## src/hdl/regseq_pkg.sv

```systemverilog
// package of constants for the regulator enable and reset sequencer
// Function
// RULE1 - regulators on when either enable high
// RULE2 - wireless reset follows wireless enable low
// RULE3 - regulators off when both enables low
// RULE4 - radio held reset while radio enable low
// RULE5 - broadcast receiver shares radio reset
// RULE6 - power-on reset releases within 110 ms
// RULE7 - host waits 150 ms before bus access
// RULE8 - host spaces toggles 10 ms after both low
// RULE9 - host waits two sleep cycles before enabling; host_pins has no sleep clock and waits only its GAP idle cycles
package regseq_pkg;
  localparam int unsigned CLK_HZ        = 25_000_000;
  localparam int unsigned POR_HOLD_MS   = 100;  // under the 110 ms ceiling
  localparam int unsigned POR_MAX_MS    = 110;
  localparam int unsigned POR_HOLD_CYC  = (CLK_HZ / 1000) * POR_HOLD_MS;
  localparam int unsigned POR_MAX_CYC   = (CLK_HZ / 1000) * POR_MAX_MS;
  localparam int unsigned DISCHARGE_MS  = 10;
  localparam int unsigned DISCHARGE_CYC = (CLK_HZ / 1000) * DISCHARGE_MS;
  localparam int unsigned SYNC_STAGES   = 3;
  localparam logic        RST_ASSERTED  = 1'b1;
endpackage

```

## src/hdl/regseq_sync_if.sv

```systemverilog
// interface carrying synchronised enable levels to the sequencer core
`timescale 1ns/1ps
interface regseq_sync_if;
  logic wlan_on;
  logic radio_on;
  modport src (output wlan_on, output radio_on);
  modport dst (input wlan_on, input radio_on);
endinterface

```

## src/hdl/pin_sync.sv

```systemverilog
// three-stage synchroniser with second/third agreement for the enable pins
`timescale 1ns/1ps
module pin_sync (
  input  wire logic   i_ref_clk,              // reference clock
  input  wire logic   i_srst,                 // sync reset, active high
  input  wire logic   i_wlan_power_enable,    // raw wireless enable pin
  input  wire logic   i_radio_power_enable,   // raw radio enable pin
  regseq_sync_if.src  sync                    // filtered levels
);
  typedef struct packed {
    logic [2:0] w;
    logic [2:0] r;
    logic       w_lvl;
    logic       r_lvl;
  } sync_state_t;

  sync_state_t st_r;
  sync_state_t st_nxt;

  // level changes only once stages two and three agree
  always_comb begin
    st_nxt   = st_r;
    st_nxt.w = {st_r.w[1:0], i_wlan_power_enable};
    st_nxt.r = {st_r.r[1:0], i_radio_power_enable};
    if (st_r.w[1] == st_r.w[2]) begin
      st_nxt.w_lvl = st_r.w[2];
    end
    if (st_r.r[1] == st_r.r[2]) begin
      st_nxt.r_lvl = st_r.r[2];
    end
  end

  always_ff @(posedge i_ref_clk) begin
    if (i_srst) begin
      st_r <= '0;
    end else begin
      st_r <= st_nxt;
    end
  end

  assign sync.wlan_on  = st_r.w_lvl;
  assign sync.radio_on = st_r.r_lvl;
endmodule

```

## src/hdl/regulator_enable_reset_sequencer.sv

```systemverilog
// regulator enable and per-section reset sequencer
`timescale 1ns/1ps
module regulator_enable_reset_sequencer #(
  parameter int unsigned POR_HOLD_CYC  = regseq_pkg::POR_HOLD_CYC,
  parameter int unsigned DISCHARGE_CYC = regseq_pkg::DISCHARGE_CYC
) (
  input  wire logic i_ref_clk,             // 25 MHz reference clock
  input  wire logic i_srst,                // sync reset, active high
  input  wire logic i_supplies_good,       // core and io supplies past threshold
  input  wire logic i_wlan_power_enable,   // host wireless enable pin
  input  wire logic i_radio_power_enable,  // host radio enable pin
  output logic      o_regulator_enable,    // internal regulators on
  output logic      o_por_active,          // internal power-on reset held
  output logic      o_wlan_reset,          // wireless section reset, high = reset
  output logic      o_radio_reset,         // radio and broadcast rx reset
  output logic      o_discharge_busy       // buck still discharging after off
);
  // counters are a full word; the longest hold at 25 MHz needs far fewer bits
  localparam int unsigned CW = 32;

  // refuse counts the logic cannot serve, at elaboration rather than in a run
  if (POR_HOLD_CYC < 1 || POR_HOLD_CYC > regseq_pkg::POR_MAX_CYC) begin : g_bad_hold
    $error("power-on hold count out of range");
  end
  if (DISCHARGE_CYC < 1) begin : g_bad_discharge
    $error("discharge count must be nonzero");
  end

  // next three-flop filter value: shift in the pin, move the level on agreement
  function automatic logic [3:0] filt_step(input logic [2:0] sh,
                                            input logic       lvl,
                                            input logic       pin);
    logic [3:0] res;
    res = {sh[1:0], pin, lvl};
    if (sh[1] == sh[2]) begin
      res[0] = sh[2];
    end
    return res;
  endfunction

  // a span counter has run out once it reaches its limit less one
  function automatic logic span_done(input logic [CW-1:0] cnt,
                                     input int unsigned   lim);
    return cnt >= CW'(lim - 1);
  endfunction

  regseq_sync_if sync_bus ();

  // pins are host-driven, so they cross into our clock here
  pin_sync u_sync (
    .i_ref_clk            (i_ref_clk),
    .i_srst               (i_srst),
    .i_wlan_power_enable  (i_wlan_power_enable),
    .i_radio_power_enable (i_radio_power_enable),
    .sync                 (sync_bus.src)
  );

  typedef struct packed {
    logic [2:0]    sup;
    logic          sup_lvl;
    logic [CW-1:0] por_cnt;
    logic          por;
    logic [CW-1:0] dis_cnt;
    logic          dis;
    logic          reg_en;
    logic          wl_rst;
    logic          rd_rst;
  } seq_state_t;

  seq_state_t st_r;
  seq_state_t st_nxt;

  logic any_on;

  // one combined enable for the regulators
  assign any_on = sync_bus.wlan_on | sync_bus.radio_on;  // [RULE1]

  always_comb begin
    st_nxt     = st_r;
    // supply-good is an analog level, filtered like the pins
    {st_nxt.sup, st_nxt.sup_lvl} = filt_step(st_r.sup, st_r.sup_lvl, i_supplies_good);
    // hold reset a fixed count after supplies settle, restart if they drop
    if (!st_r.sup_lvl) begin
      st_nxt.por     = 1'b1;
      st_nxt.por_cnt = '0;
    end else if (st_r.por) begin
      if (span_done(st_r.por_cnt, POR_HOLD_CYC)) begin
        st_nxt.por = 1'b0;  // [RULE6]
      end else begin
        st_nxt.por_cnt = st_r.por_cnt + CW'(1);
      end
    end
    // regulators follow the or, gated only by power-on reset
    st_nxt.reg_en = any_on & ~st_r.por;  // [RULE1] [RULE3]
    // section resets: each section needs its own enable and power-on reset released
    st_nxt.wl_rst = st_r.por | ~sync_bus.wlan_on;   // [RULE2]
    st_nxt.rd_rst = st_r.por | ~sync_bus.radio_on;  // [RULE4] [RULE5]
    // discharge window after regulators drop; flags only, host must respect it
    if (st_r.reg_en && !st_nxt.reg_en) begin
      st_nxt.dis     = 1'b1;  // [RULE8]
      st_nxt.dis_cnt = '0;
    end else if (st_r.dis) begin
      if (span_done(st_r.dis_cnt, DISCHARGE_CYC)) begin
        st_nxt.dis = 1'b0;
      end else begin
        st_nxt.dis_cnt = st_r.dis_cnt + CW'(1);
      end
    end
  end

  always_ff @(posedge i_ref_clk) begin
    if (i_srst) begin
      st_r        <= '0;
      st_r.por    <= regseq_pkg::RST_ASSERTED;
      st_r.wl_rst <= regseq_pkg::RST_ASSERTED;
      st_r.rd_rst <= regseq_pkg::RST_ASSERTED;
    end else begin
      st_r <= st_nxt;
    end
  end

  assign o_regulator_enable = st_r.reg_en;
  assign o_por_active       = st_r.por;
  assign o_wlan_reset       = st_r.wl_rst;
  assign o_radio_reset      = st_r.rd_rst;
  assign o_discharge_busy   = st_r.dis;
endmodule

```

## config.mk

```make
export PLATFORM = sky130hd
export DESIGN_NAME = regulator_enable_reset_sequencer
export DESIGN_NICKNAME = d
export VERILOG_FILES = /design/src/hdl/regseq_pkg.sv /design/src/hdl/regseq_sync_if.sv /design/src/hdl/pin_sync.sv /design/src/hdl/regulator_enable_reset_sequencer.sv
export SDC_FILE = /design/constraint.sdc
export NUM_CORES = 1
export LEC_CHECK = 0
export ABC_AREA = 1
export BUFFER_PORTS_ARGS = -buffer_cell sky130_fd_sc_hd__buf_2
export CAP_MARGIN = 15
export CORE_ASPECT_RATIO = 1.1
export CORE_MARGIN = 1
export CORE_UTILIZATION = 30
export CTS_CLUSTER_DIAMETER = 60
export DETAILED_ROUTE_END_ITERATION = 12
export PLACE_DENSITY = 0.46
export RECOVER_POWER = 50
export SYNTH_ARGS = -nofsm -noshare
export SYNTH_HDL_FRONTEND = slang
export SYNTH_HIERARCHICAL = 1
export SYNTH_SLANG_ARGS = --single-unit
```

## constraint.sdc

```tcl
create_clock -name i_ref_clk -period 1.5 [get_ports i_ref_clk]
set_input_delay 0.15 -clock i_ref_clk [delete_from_list [all_inputs] [get_ports i_ref_clk]]
set_output_delay 0.15 -clock i_ref_clk [all_outputs]
set_load 0.01 [all_outputs]
```

==> metrics.cfg, run 1 <==
[die]
design.core.area_um2 = 12500
die_h_um = 121
fp.dieArea_um2 = 13300
io_pins = 10
start_util = 0.307
die_x_um = 110
rows = 43

[placed_design]
post-dp-hpwl_um = 6100
dp.cells = 761
portBuffers = 9
place_congestion = 0.796

[critical_path]
reg2reg_slack_ns = -0.004
end_kind = register
crit_family = compound AO/OA/AOI/OAI gates
crit_cells = 9
required_ns = 1.76
r2r_start = st_r[37]
r2r_cells = 9
start_kind = register
cp_cell_sequence = ha_4, nand3_4, o21ai_2, nand2_1, nand2_2, a21oi_4, buf_6, nand3_1, a21oi_1
critical_path_buf_inv_count = 1
crit_start = st_r[37]
crit_type = register to register
reg2reg_to = st_r[40]
endpoint = st_r[40]
cp_slowest_cell = dfxtp_2
critPathMaxStageDelay_ns = 0.34
crit_arrival_ns = 1.76
cp_max_fo = 8

[synthesis]
synth_cell_type_count = 33
synth-warning-count = 6
avgSynthCellArea_um2 = 6.81
synth_seq_cells = 81
yosys.area.top_type = dfxtp_1
postSynthCellCount = 565
synth_top_cell_area_share = 0.422
netlist_area_um2 = 3840
synthTopCellsByArea = dfxtp_1 (42%), nand2_1 (13%), nor2_1 (9.7%), inv_1 (8.3%), nand3_1 (5.1%)
synth_seq_area_share = 0.422
syn-num-nets = 572

[drt]
vias_per_cell = 4.47
wl_per_cell_um = 11.3
ant_nets = 0
wl_um = 8920
drtIter0Drc = 128
vias = 3526
drc = 0
dr.pass1.iters = 4

[timing]
slew_headroom = 0.449
fin_ws_ns = -0.00384
post-route-min-period_ns = 1.50
skew_ns = 0.00661
grt_setup_unrepaired = yes
hold_viol = 0
setup_violations = 1
holdWs_ns = 0.149
finalCritPeriodShare = 1.00
slew_viol_final = 0
fmax_mhz = 665
tightest_slew_ns = 0.825

[run]
max_cap_violations = 0

[outcome]
violations = setup timing
status = finished with violations

[clocking]
cts-buffers-inserted = 9
clock-sinks = 81
insertion_delay_ns = 0.35
cts-root-buf = clkbuf_16
clock_path_buffers = 2
htree_levels = 3
cts_tree = yes
path_clk_slew_ns = 0.06

[cells_and_area]
drive_above_1_share = 0.252
finalNetCount = 634
diodes = 0
synthToLayoutAreaGrowth_pct = 32.2
stdcell_count = 789

[hold_path]
hold_class = input pin to register

[global_route]
grt_pass1_wl_um = 15100
grt_overflow = 0
first_global_vias = 3386
grt_use_total = 0.147
grt_max_degree = 29
antenna_found_initial = 0

[power_and_ir_drop]
p_leak_uw = 0.00196
ir_worst_vdd_v = 0.000743
power_density_nw_per_um2 = 879

==> through the flow <==
step	setup slack (ns)	util	setup TNS, ns	cell area, µm²	total power (µW)
2_1_floorplan	0.000302	-	0	3840	2240
3_3_place_gp	-0.0493	0.349	-0.270	4370	2260
3_5_place_dp	-0.0922	0.349	-1.50	4370	2260
4_1_cts	-0.0314	0.381	-0.0849	4780	4560
5_1_grt	-0.0969	0.406	-2.26	5080	4640
6_report	-0.00384	0.406	-0.00384	5080	4470
==> per-layer routing <==
layer,vias up,track usage,share of wire
met1,1608,0.174,0.46
met5,-,0,0
li1,1881,-,-
met2,27,0.246,0.50
met3,10,0.0415,0.024
met4,0,0.0575,0.016
==> worst min-delay path by stage <==
stage                                   start               end  slack [ns]  cells after the start
final                                  i_srst  o_discharge_busy        0.15                      3
after global routing                   i_srst  o_discharge_busy        0.17                      3
after CTS                              i_srst  u_sync/st_nxt[3]        0.15                      3
after detailed placement  i_wlan_power_enable  u_sync/st_nxt[6]        0.37                      3
after global placement        i_supplies_good        st_nxt[71]        0.36                      3
after floorplan                        i_srst  o_discharge_busy        0.22                      1
==> cells by family (layout without fill, tap and decap cells) <==
group	after synthesis	after routing	share of synthesized area
AOI/OAI and AO/OA	43	43	0.0612
xor gates and xnor gates	16	16	0.0364
adders and majority gates	2	2	0.00651
buffers and inverters	105	171	0.113
DFF	81	81	0.422
and+or+nand+nor	318	319	0.361
==> tightest hold or removal path: stages <==
cell and delay, ns:
buf_2 0.09, buf_4 0.17, a21oi_2 0.04
==> flip-flops by register name (all words and copies together) (netlist names), 2 cells and up <==
signal         flops
u_sync/st_r        2
u_sync/st_nxt      4
st_r              66
st_nxt             2
==> synthesized netlist by cell type <==
cell type  count
clkinv_2       1
a21oi_4        1
buf_4          1
xnor2_1        3
nand3b_1       5
inv_2          2
nor4_1         1
o21bai_1       1
nand3_4        1
buf_8          1
a21boi_2       1
o21ai_0        7
nor3_2         1
ha_1           2
nand4_1       19
dfxtp_1       81
xor2_1        13
nor2_1        99
nand3_2        3
o21ai_1        1
nor2_2         3
nand2_1      132
nor3_1         9
clkbuf_1       6
or2_2          1
a21oi_1       32
buf_6          2
and3_1         1
buf_2          7
nand2_2        3
nand3_1       39
nor2_4         1
inv_1         85
==> placed cells by master (no fill, tap or decap), drive strengths merged, types with 2 or more instances in the layout <==
cell type / n
dlygate4sd3: 3
nand2: 135
dfxtp: 81
ha: 2
nor3: 10
clkinvlp: 2
nand4: 19
xor2: 13
o21ai: 8
nand3: 44
a21oi: 33
inv: 89
clkinv: 3
xnor2: 3
clkbuf: 13
nor2: 103
nand3b: 5
buf: 60
==> cell type report <==
cell class                 instances  area (µm²)
multi-input combinational        380        2050
timing repair buffer              67         557
tap                              157         196
clock inverter                     7        78.8
clock buffer                       9         225
fill                            1322        7450
sequential                        81        1640
inverter                          88         332
==> what timing repair did <==
| action | in CTS | in global routing |
|---|---|---|
| setup buffers | 1 | 7 |
| resized for setup | 17 | 68 |
| setup endpoints to repair | 38 | 42 |
| gates cloned | 1 | 0 |
| endpoints found under the hold margin | 3 | 0 |
| hold buffers | 3 | 0 |
| pin swaps | 0 | 33 |
==> where the power goes <==
group / internal [µW] / switching [µW]
clock network: 1310 / 947
registers: 2160 / 3.62
logic: 19.9 / 32.5
Power figures use the tool's default switching activity.
==> run 2: changes to the inputs <==
SYNTH_HIERARCHICAL = default   (was 1)
==> run 2 against run 1 <==
  * The run still ends with setup timing left
  * Highest routed layer unchanged
  * Combinational power is 5.0% higher
  * Largest cell class unchanged
  * Global-route usage is 1.0 points higher
  * Hold slack worse by 0.13 ns
  * Fmax is 4.6% lower
  * Sequential cell count stayed put
==> metrics.cfg, run 2 <==
[outcome]
status = finished with violations
violations = setup timing

[timing]
holdWs_ns = 0.0235  ; -0.125 ns
fin_ws_ns = -0.0758  ; -0.0720 ns
slew_headroom = 0.749  ; +0.300
tightest_slew_ns = 0.373  ; -0.452 ns
skew_ns = 0.00895  ; +0.00234 ns
post-route-min-period_ns = 1.58  ; +0.0720 ns
hold_viol = 0  ; unchanged
slew_viol_final = 0  ; unchanged
grt_setup_unrepaired = yes
finalCritPeriodShare = 1.05  ; +0.0480
finalSetupTns_ns = -0.901  ; -0.898 ns
setup_violations = 31  ; +30
fmax_mhz = 635  ; -4.6%

[critical_path]
cp_slowest_cell = dfxtp_2
cp_cell_sequence = ha_4, nand3_4, nand3_2, nand2_2, nand2_2, nand2_2, nand3_4, clkinvlp_4, nand2_1, a21oi_1
crit_type = register to register
critical_path_buf_inv_count = 1  ; unchanged
required_ns = 1.73  ; -0.03 ns
critPathMaxStageDelay_ns = 0.35  ; about the same
crit_family = simple AND/OR/NAND/NOR gates
r2r_cells = 10  ; +1
cp_max_fo = 6  ; -2
crit_start = st_r[5]
end_kind = register
reg2reg_to = st_r[17]
cp_common_cell = nand2_2
crit_arrival_ns = 1.81  ; +0.05 ns
start_kind = register
reg2reg_slack_ns = -0.08  ; -0.07 ns
r2r_start = st_r[5]

[synthesis]
avgSynthCellArea_um2 = 6.69  ; -1.8%
synthTopCellsByArea = dfxtp_1 (42%), nand2_1 (12%), nor2_1 (11%), inv_1 (9.2%), nand3_1 (6.7%)
yosys_most_used_dff = dfxtp_1
yosys.area.top_type = dfxtp_1
synth-warning-count = 0  ; -6
synth_seq_cells = 81  ; unchanged
async_flop_share = 0  ; unchanged
netlist_area_um2 = 3860  ; +0.33%
synth_edf_count = 0  ; unchanged
yosysMostFrequentCell = nand2_1
syn-num-nets = 584  ; +2.1%
synth_top_cell_area_share = 0.420  ; -0.00137
synth_seq_area_share = 0.420  ; -0.00137
ys_top_cells_by_count = nand2_1 (127), nor2_1 (111), inv_1 (95)
postSynthCellCount = 577  ; +2.1%
synth_cell_type_count = 29  ; -12%

[die]
io_pins = 10  ; unchanged
rows = 43  ; unchanged
start_util = 0.306  ; -0.000317
die_h_um = 121  ; +0.16%
fp.dieArea_um2 = 13300  ; +0.32%
design.core.area_um2 = 12600  ; +0.43%
die_x_um = 110  ; +0.16%

[hold_path]
holdPathStages = 3  ; unchanged
hold_path_startpoint = i_radio_power_enable
hold_class = input pin to register
whs_endpoint = u_sync.st_nxt[3]

[clocking]
path_clk_slew_ns = 0.07  ; about the same
cts-root-buf = clkbuf_16
htree_levels = 3  ; unchanged
clock_path_buffers = 2  ; unchanged
cts-buffers-inserted = 9  ; unchanged
clock-sinks = 81  ; unchanged
cts_tree = yes
insertion_delay_ns = 0.34  ; about the same

[drt]
vias = 3703  ; +5.0%
dr.pass1.iters = 4  ; unchanged
ant_nets = 0  ; unchanged
vias_per_cell = 4.46  ; -0.17%
wl_per_cell_um = 11.5  ; +2.2%
drc = 0  ; unchanged
drtIter0Drc = 96  ; -25%
wl_um = 9590  ; +7.5%

[placed_design]
portBuffers = 9  ; unchanged
post-place-ws_ns = -0.258  ; -0.166 ns
post-dp-hpwl_um = 6430  ; +5.4%
place_congestion = 0.776  ; -2.5%

[cells_and_area]
largest_reg_flops = 66  ; unchanged
synthToLayoutAreaGrowth_pct = 46.6
regMostFlops = st_r
finalNetCount = 675  ; +6.5%
layout_commonest_cell = nand2_1
drive_above_1_share = 0.360  ; +0.108
layout_common_cells = nand2_1 (100), nor2_1 (92), inv_1 (90), buf_4 (69), dfxtp_1 (64)
diodes = 0  ; unchanged
fillCellCount = 1297  ; -1.9%

[power_and_ir_drop]
ir_worst_vdd_v = 0.000629  ; -15%
total_power_uw = 4680  ; +4.7%
power_density_nw_per_um2 = 827  ; -5.9%
p_leak_uw = 0.00227  ; +16%

[run]
max_cap_violations = 0  ; unchanged

[global_route]
first_global_vias = 3532  ; +4.3%
grt_use_total = 0.157  ; +0.0101
grt_pass1_wl_um = 16100  ; +6.8%
antenna_found_initial = 0  ; unchanged
grt_max_degree = 20  ; -31%
grt_overflow = 0  ; unchanged

-- run 2: changes by cell type in the layout (fill, tap and decap cells not counted), sizes merged, moves of 7 or more --
| cell | delta |
|---|---|
| inv | +13 |
| nor3 | +13 |
| buf | +23 |
| nor2 | +14 |
| a21oi | -7 |
| nand4 | -11 |
| o21bai | +7 |
| nand3 | +10 |
-- run 2: area by class of cell --
class,count,area [µm²],share of cell area
Timing Repair Buffer,90,746,0.132
Multi-Input combinational cell,387,2360,0.417
Sequential cell,81,1640,0.290
Timing Repair inverter,1,7.51,0.00133
Tap cell,157,196,0.0347
Clock buffer,9,225,0.0398
Inverter,98,373,0.0659
Clock inverter,7,109,0.0192
-- run 2: cell families (layout without fill, tap and decap cells) --
logic type / count (synthesis) / count (layout) / synth area share
adder cells (fa/ha/maj): 2 / 2 / 0.00649
AND/OR/NAND/NOR: 336 / 337 / 0.379
XOR/XNOR: 10 / 10 / 0.0227
buffers and inverters: 110 / 205 / 0.116
AO/OA/AOI/OAI: 38 / 38 / 0.0555
flip-flops: 81 / 81 / 0.420
-- run 2: routing by layer --
layer	vias up	track usage	share of wire
li1	1963	-	-
met1	1700	0.195	0.47
met2	29	0.263	0.50
met3	11	0.0349	0.021
met4	0	0.0559	0.015
met5	-	0	0
-- run 2: tightest hold or removal path: stages --
cell	delay [ns]
buf_2	0.10
inv_1	0.04
nor2_1	0.03
-- run 2: worst max path at each step --
stage | end | slack, ns | cells past startpoint
2_1_floorplan | st_r[37] | 0.02 | 12
3_3_place_gp | st_r[42] | -0.23 | 9
3_5_place_dp | st_r[57] | -0.26 | 9
4_1_cts | st_r[37] | -0.05 | 13
5_1_grt | st_r[17] | -0.18 | 9
6_report | st_r[17] | -0.08 | 10
-- run 2: per-stage QoR --
stage / utilization / area [µm²] / std cells
after global routing: 0.449 / 5660 / 830
after detailed placement: 0.362 / 4550 / 800
final: 0.449 / 5660 / 830
after floorplan: - / 3860 / 577
after global placement: 0.362 / 4550 / 800
after CTS: 0.426 / 5360 / 827
-- run 2: power breakdown --
group          switching (µW)  leakage (µW)  total (µW)  internal [µW]
Sequential               3.54      0.000663        2160           2160
Clock                     965      0.000164        2460           1500
Combinational            34.1       0.00144        54.9           20.8
-- run 2: repair_timing --
item	4_1_cts	5_1_grt
pin swaps	23	25
buffers inserted	5	3
endpoints found under the setup margin	40	54
gates resized for setup	77	86
hold buffers	2	0
endpoints found under the hold margin	2	0
cloned	4	0
==> run 3: changes to the inputs <==
CORE_MARGIN = 8   (was 1)
PLACE_DENSITY = 0.44   (was 0.46)
SYNTH_HIERARCHICAL = 1   (was default)
clock period = 1.7 ns   (was 1.5 ns; I/O delays follow)
==> run 3 against run 2 <==
  * The flow now finishes without violations
  * Cell count fell by 9.2%
  * Critical path depth fell by 1
  * Global-route usage fell by 4.9 points
  * Register-to-register slack improved by 0.21 ns
  * Die area rose by 25%
  * Sequential cell count did not move
  * Non-clock buffer count fell by 58
  * First-iteration DRC count rose by 91%
  * Clock skew fell by 0.0018 ns
  * Via count fell by 8.6%
  * Critical path type unchanged
  * Critical endpoint is now st_r[38]
  * Largest cell class unchanged
==> metrics.cfg, run 3 (same netlist as run 1, synthesis figures left out) <==
[outcome]
status = completed

[global_route]
antenna_found_initial = 0  ; unchanged
grt_pass1_wl_um = 14600  ; -9.6%
grt_use_total = 0.108  ; -0.0487
first_global_vias = 3196  ; -9.5%
grt_overflow = 0  ; unchanged
grt_max_degree = 29  ; +45%

[placed_design]
portBuffers = 9  ; unchanged
post-place-ws_ns = 0.0339  ; +0.292 ns
place_congestion = 0.851  ; +9.6%
post-dp-hpwl_um = 5990  ; -6.8%

[timing]
slew_headroom = 0.663  ; -0.0864
finalCritPeriodShare = 0.918  ; -0.132
setup_violations = 0  ; -100%
hold_viol = 0  ; unchanged
grt_setup_unrepaired = no
finalSetupTns_ns = 0  ; +0.901 ns
slew_viol_final = 0  ; unchanged
holdWs_ns = 0.0355  ; +0.0120 ns
skew_ns = 0.00711  ; -0.00184 ns
post-route-min-period_ns = 1.56  ; -0.0149 ns
fin_ws_ns = 0.139  ; +0.215 ns
fmax_mhz = 641  ; +0.96%
tightest_slew_ns = 0.506  ; +0.133 ns

[cells_and_area]
diodes = 0  ; unchanged
layout_commonest_cell = nand2_1
largest_reg_flops = 66  ; unchanged
layout_common_cells = nand2_1 (131), nor2_1 (99), inv_1 (84), dfxtp_1 (79), nand3_1 (39)
finalNetCount = 599  ; -11%
synthToLayoutAreaGrowth_pct = 18.5
regMostFlops = st_r
drive_above_1_share = 0.122  ; -0.237

[hold_path]
holdPathStages = 3  ; unchanged
hold_path_startpoint = i_wlan_power_enable
whs_endpoint = u_sync/st_nxt[6]
hold_class = input pin to register

[power_and_ir_drop]
ir_worst_vdd_v = 0.000568  ; -9.7%
power_density_nw_per_um2 = 889  ; +7.5%
p_leak_uw = 0.00169  ; -25%

[critical_path]
required_ns = 1.97  ; +0.24 ns
crit_start = st_r[38]
crit_arrival_ns = 1.83  ; +0.02 ns
end_kind = register
crit_type = register to register
cp_max_fo = 8  ; +2
r2r_start = st_r[38]
reg2reg_to = st_r[38]
start_kind = register
reg2reg_slack_ns = 0.14  ; +0.21 ns
r2r_cells = 9  ; -1

[die]
fp.dieArea_um2 = 16700  ; +25%
die_x_um = 124  ; +13%
io_pins = 10  ; unchanged
die_h_um = 135  ; +11%
rows = 43  ; unchanged
design.core.area_um2 = 12600  ; unchanged
start_util = 0.305  ; -0.000994

[clocking]
htree_levels = 3  ; unchanged
clock_path_buffers = 2  ; unchanged
cts_hold_buf = 0  ; -2
cts-buffers-inserted = 9  ; unchanged
cts-root-buf = clkbuf_16
clock-sinks = 81  ; unchanged
insertion_delay_ns = 0.34  ; about the same
cts_tree = yes
path_clk_slew_ns = 0.07  ; about the same

[drt]
wl_um = 8420  ; -12%
vias_per_cell = 4.49  ; +0.57%
drtIter0Drc = 183  ; +91%
ant_nets = 0  ; unchanged
wl_per_cell_um = 11.2  ; -3.3%
drc = 0  ; unchanged
vias = 3383  ; -8.6%
dr.pass1.iters = 4  ; unchanged

[run]
max_cap_violations = 0  ; unchanged

[run 3: metal layers]
| layer | wire length [µm] | GRT usage | vias up |
|---|---|---|---|
| li1 | - | - | 1813 |
| met1 | 4160 | 0.137 | 1527 |
| met2 | 3900 | 0.171 | 32 |
| met3 | 243 | 0.0317 | 11 |
| met4 | 112 | 0.0357 | 0 |
| met5 | 0 | 0 | - |
[run 3: how the worst max path moves through the flow]
| stage | end | cells after the start |
|---|---|---|
| after CTS | st_r[38] | 9 |
| final | st_r[38] | 9 |
| after floorplan | st_r[14] | 10 |
| after global placement | st_r[39] | 10 |
| after detailed placement | st_r[38] | 9 |
| after global routing | st_r[52] | 8 |
[run 3: repair_timing]
item                                    CTS  global route
endpoints found under the setup margin    0            39
setup buffers                             0             0
resized for setup                         0            16
[run 3: final cells by class]
| type | count | area [µm²] |
|---|---|---|
| clock buffers | 9 | 225 |
| flip-flops and latches | 81 | 1620 |
| clock inverters | 7 | 101 |
| fillers | 1362 | 8030 |
| well taps | 157 | 196 |
| repair buffers | 32 | 223 |
| inverters | 88 | 332 |
| multi-input cells | 380 | 1850 |
[run 3: worst max-delay path, cell delays in order, from the launching register on]
cell	delay, ns
dfxtp_1	0.36
ha_2	0.23
nand3_4	0.11
o21ai_2	0.14
nand2_1	0.07
nand2_2	0.10
nand2_2	0.13
nand3_4	0.13
nand2_1	0.07
a21oi_1	0.15
[run 3: where the power goes]
part,switching (µW),leakage (µW),internal [µW]
Combinational,26.2,0.000886,10.6
Clock,805,0.000153,1300
Sequential,3.30,0.000655,1910
Total,835,0.00169,3220
[run 3: per-stage QoR]
stage / total power, µW / util / area [µm²] / cells
5_1_grt: 4230 / 0.362 / 4560 / 754
3_5_place_dp: 1990 / 0.331 / 4170 / 737
6_report: 4050 / 0.362 / 4560 / 754
3_3_place_gp: 1990 / 0.331 / 4170 / 737
2_1_floorplan: 1970 / - / 3840 / 565
4_1_cts: 4140 / 0.357 / 4500 / 753
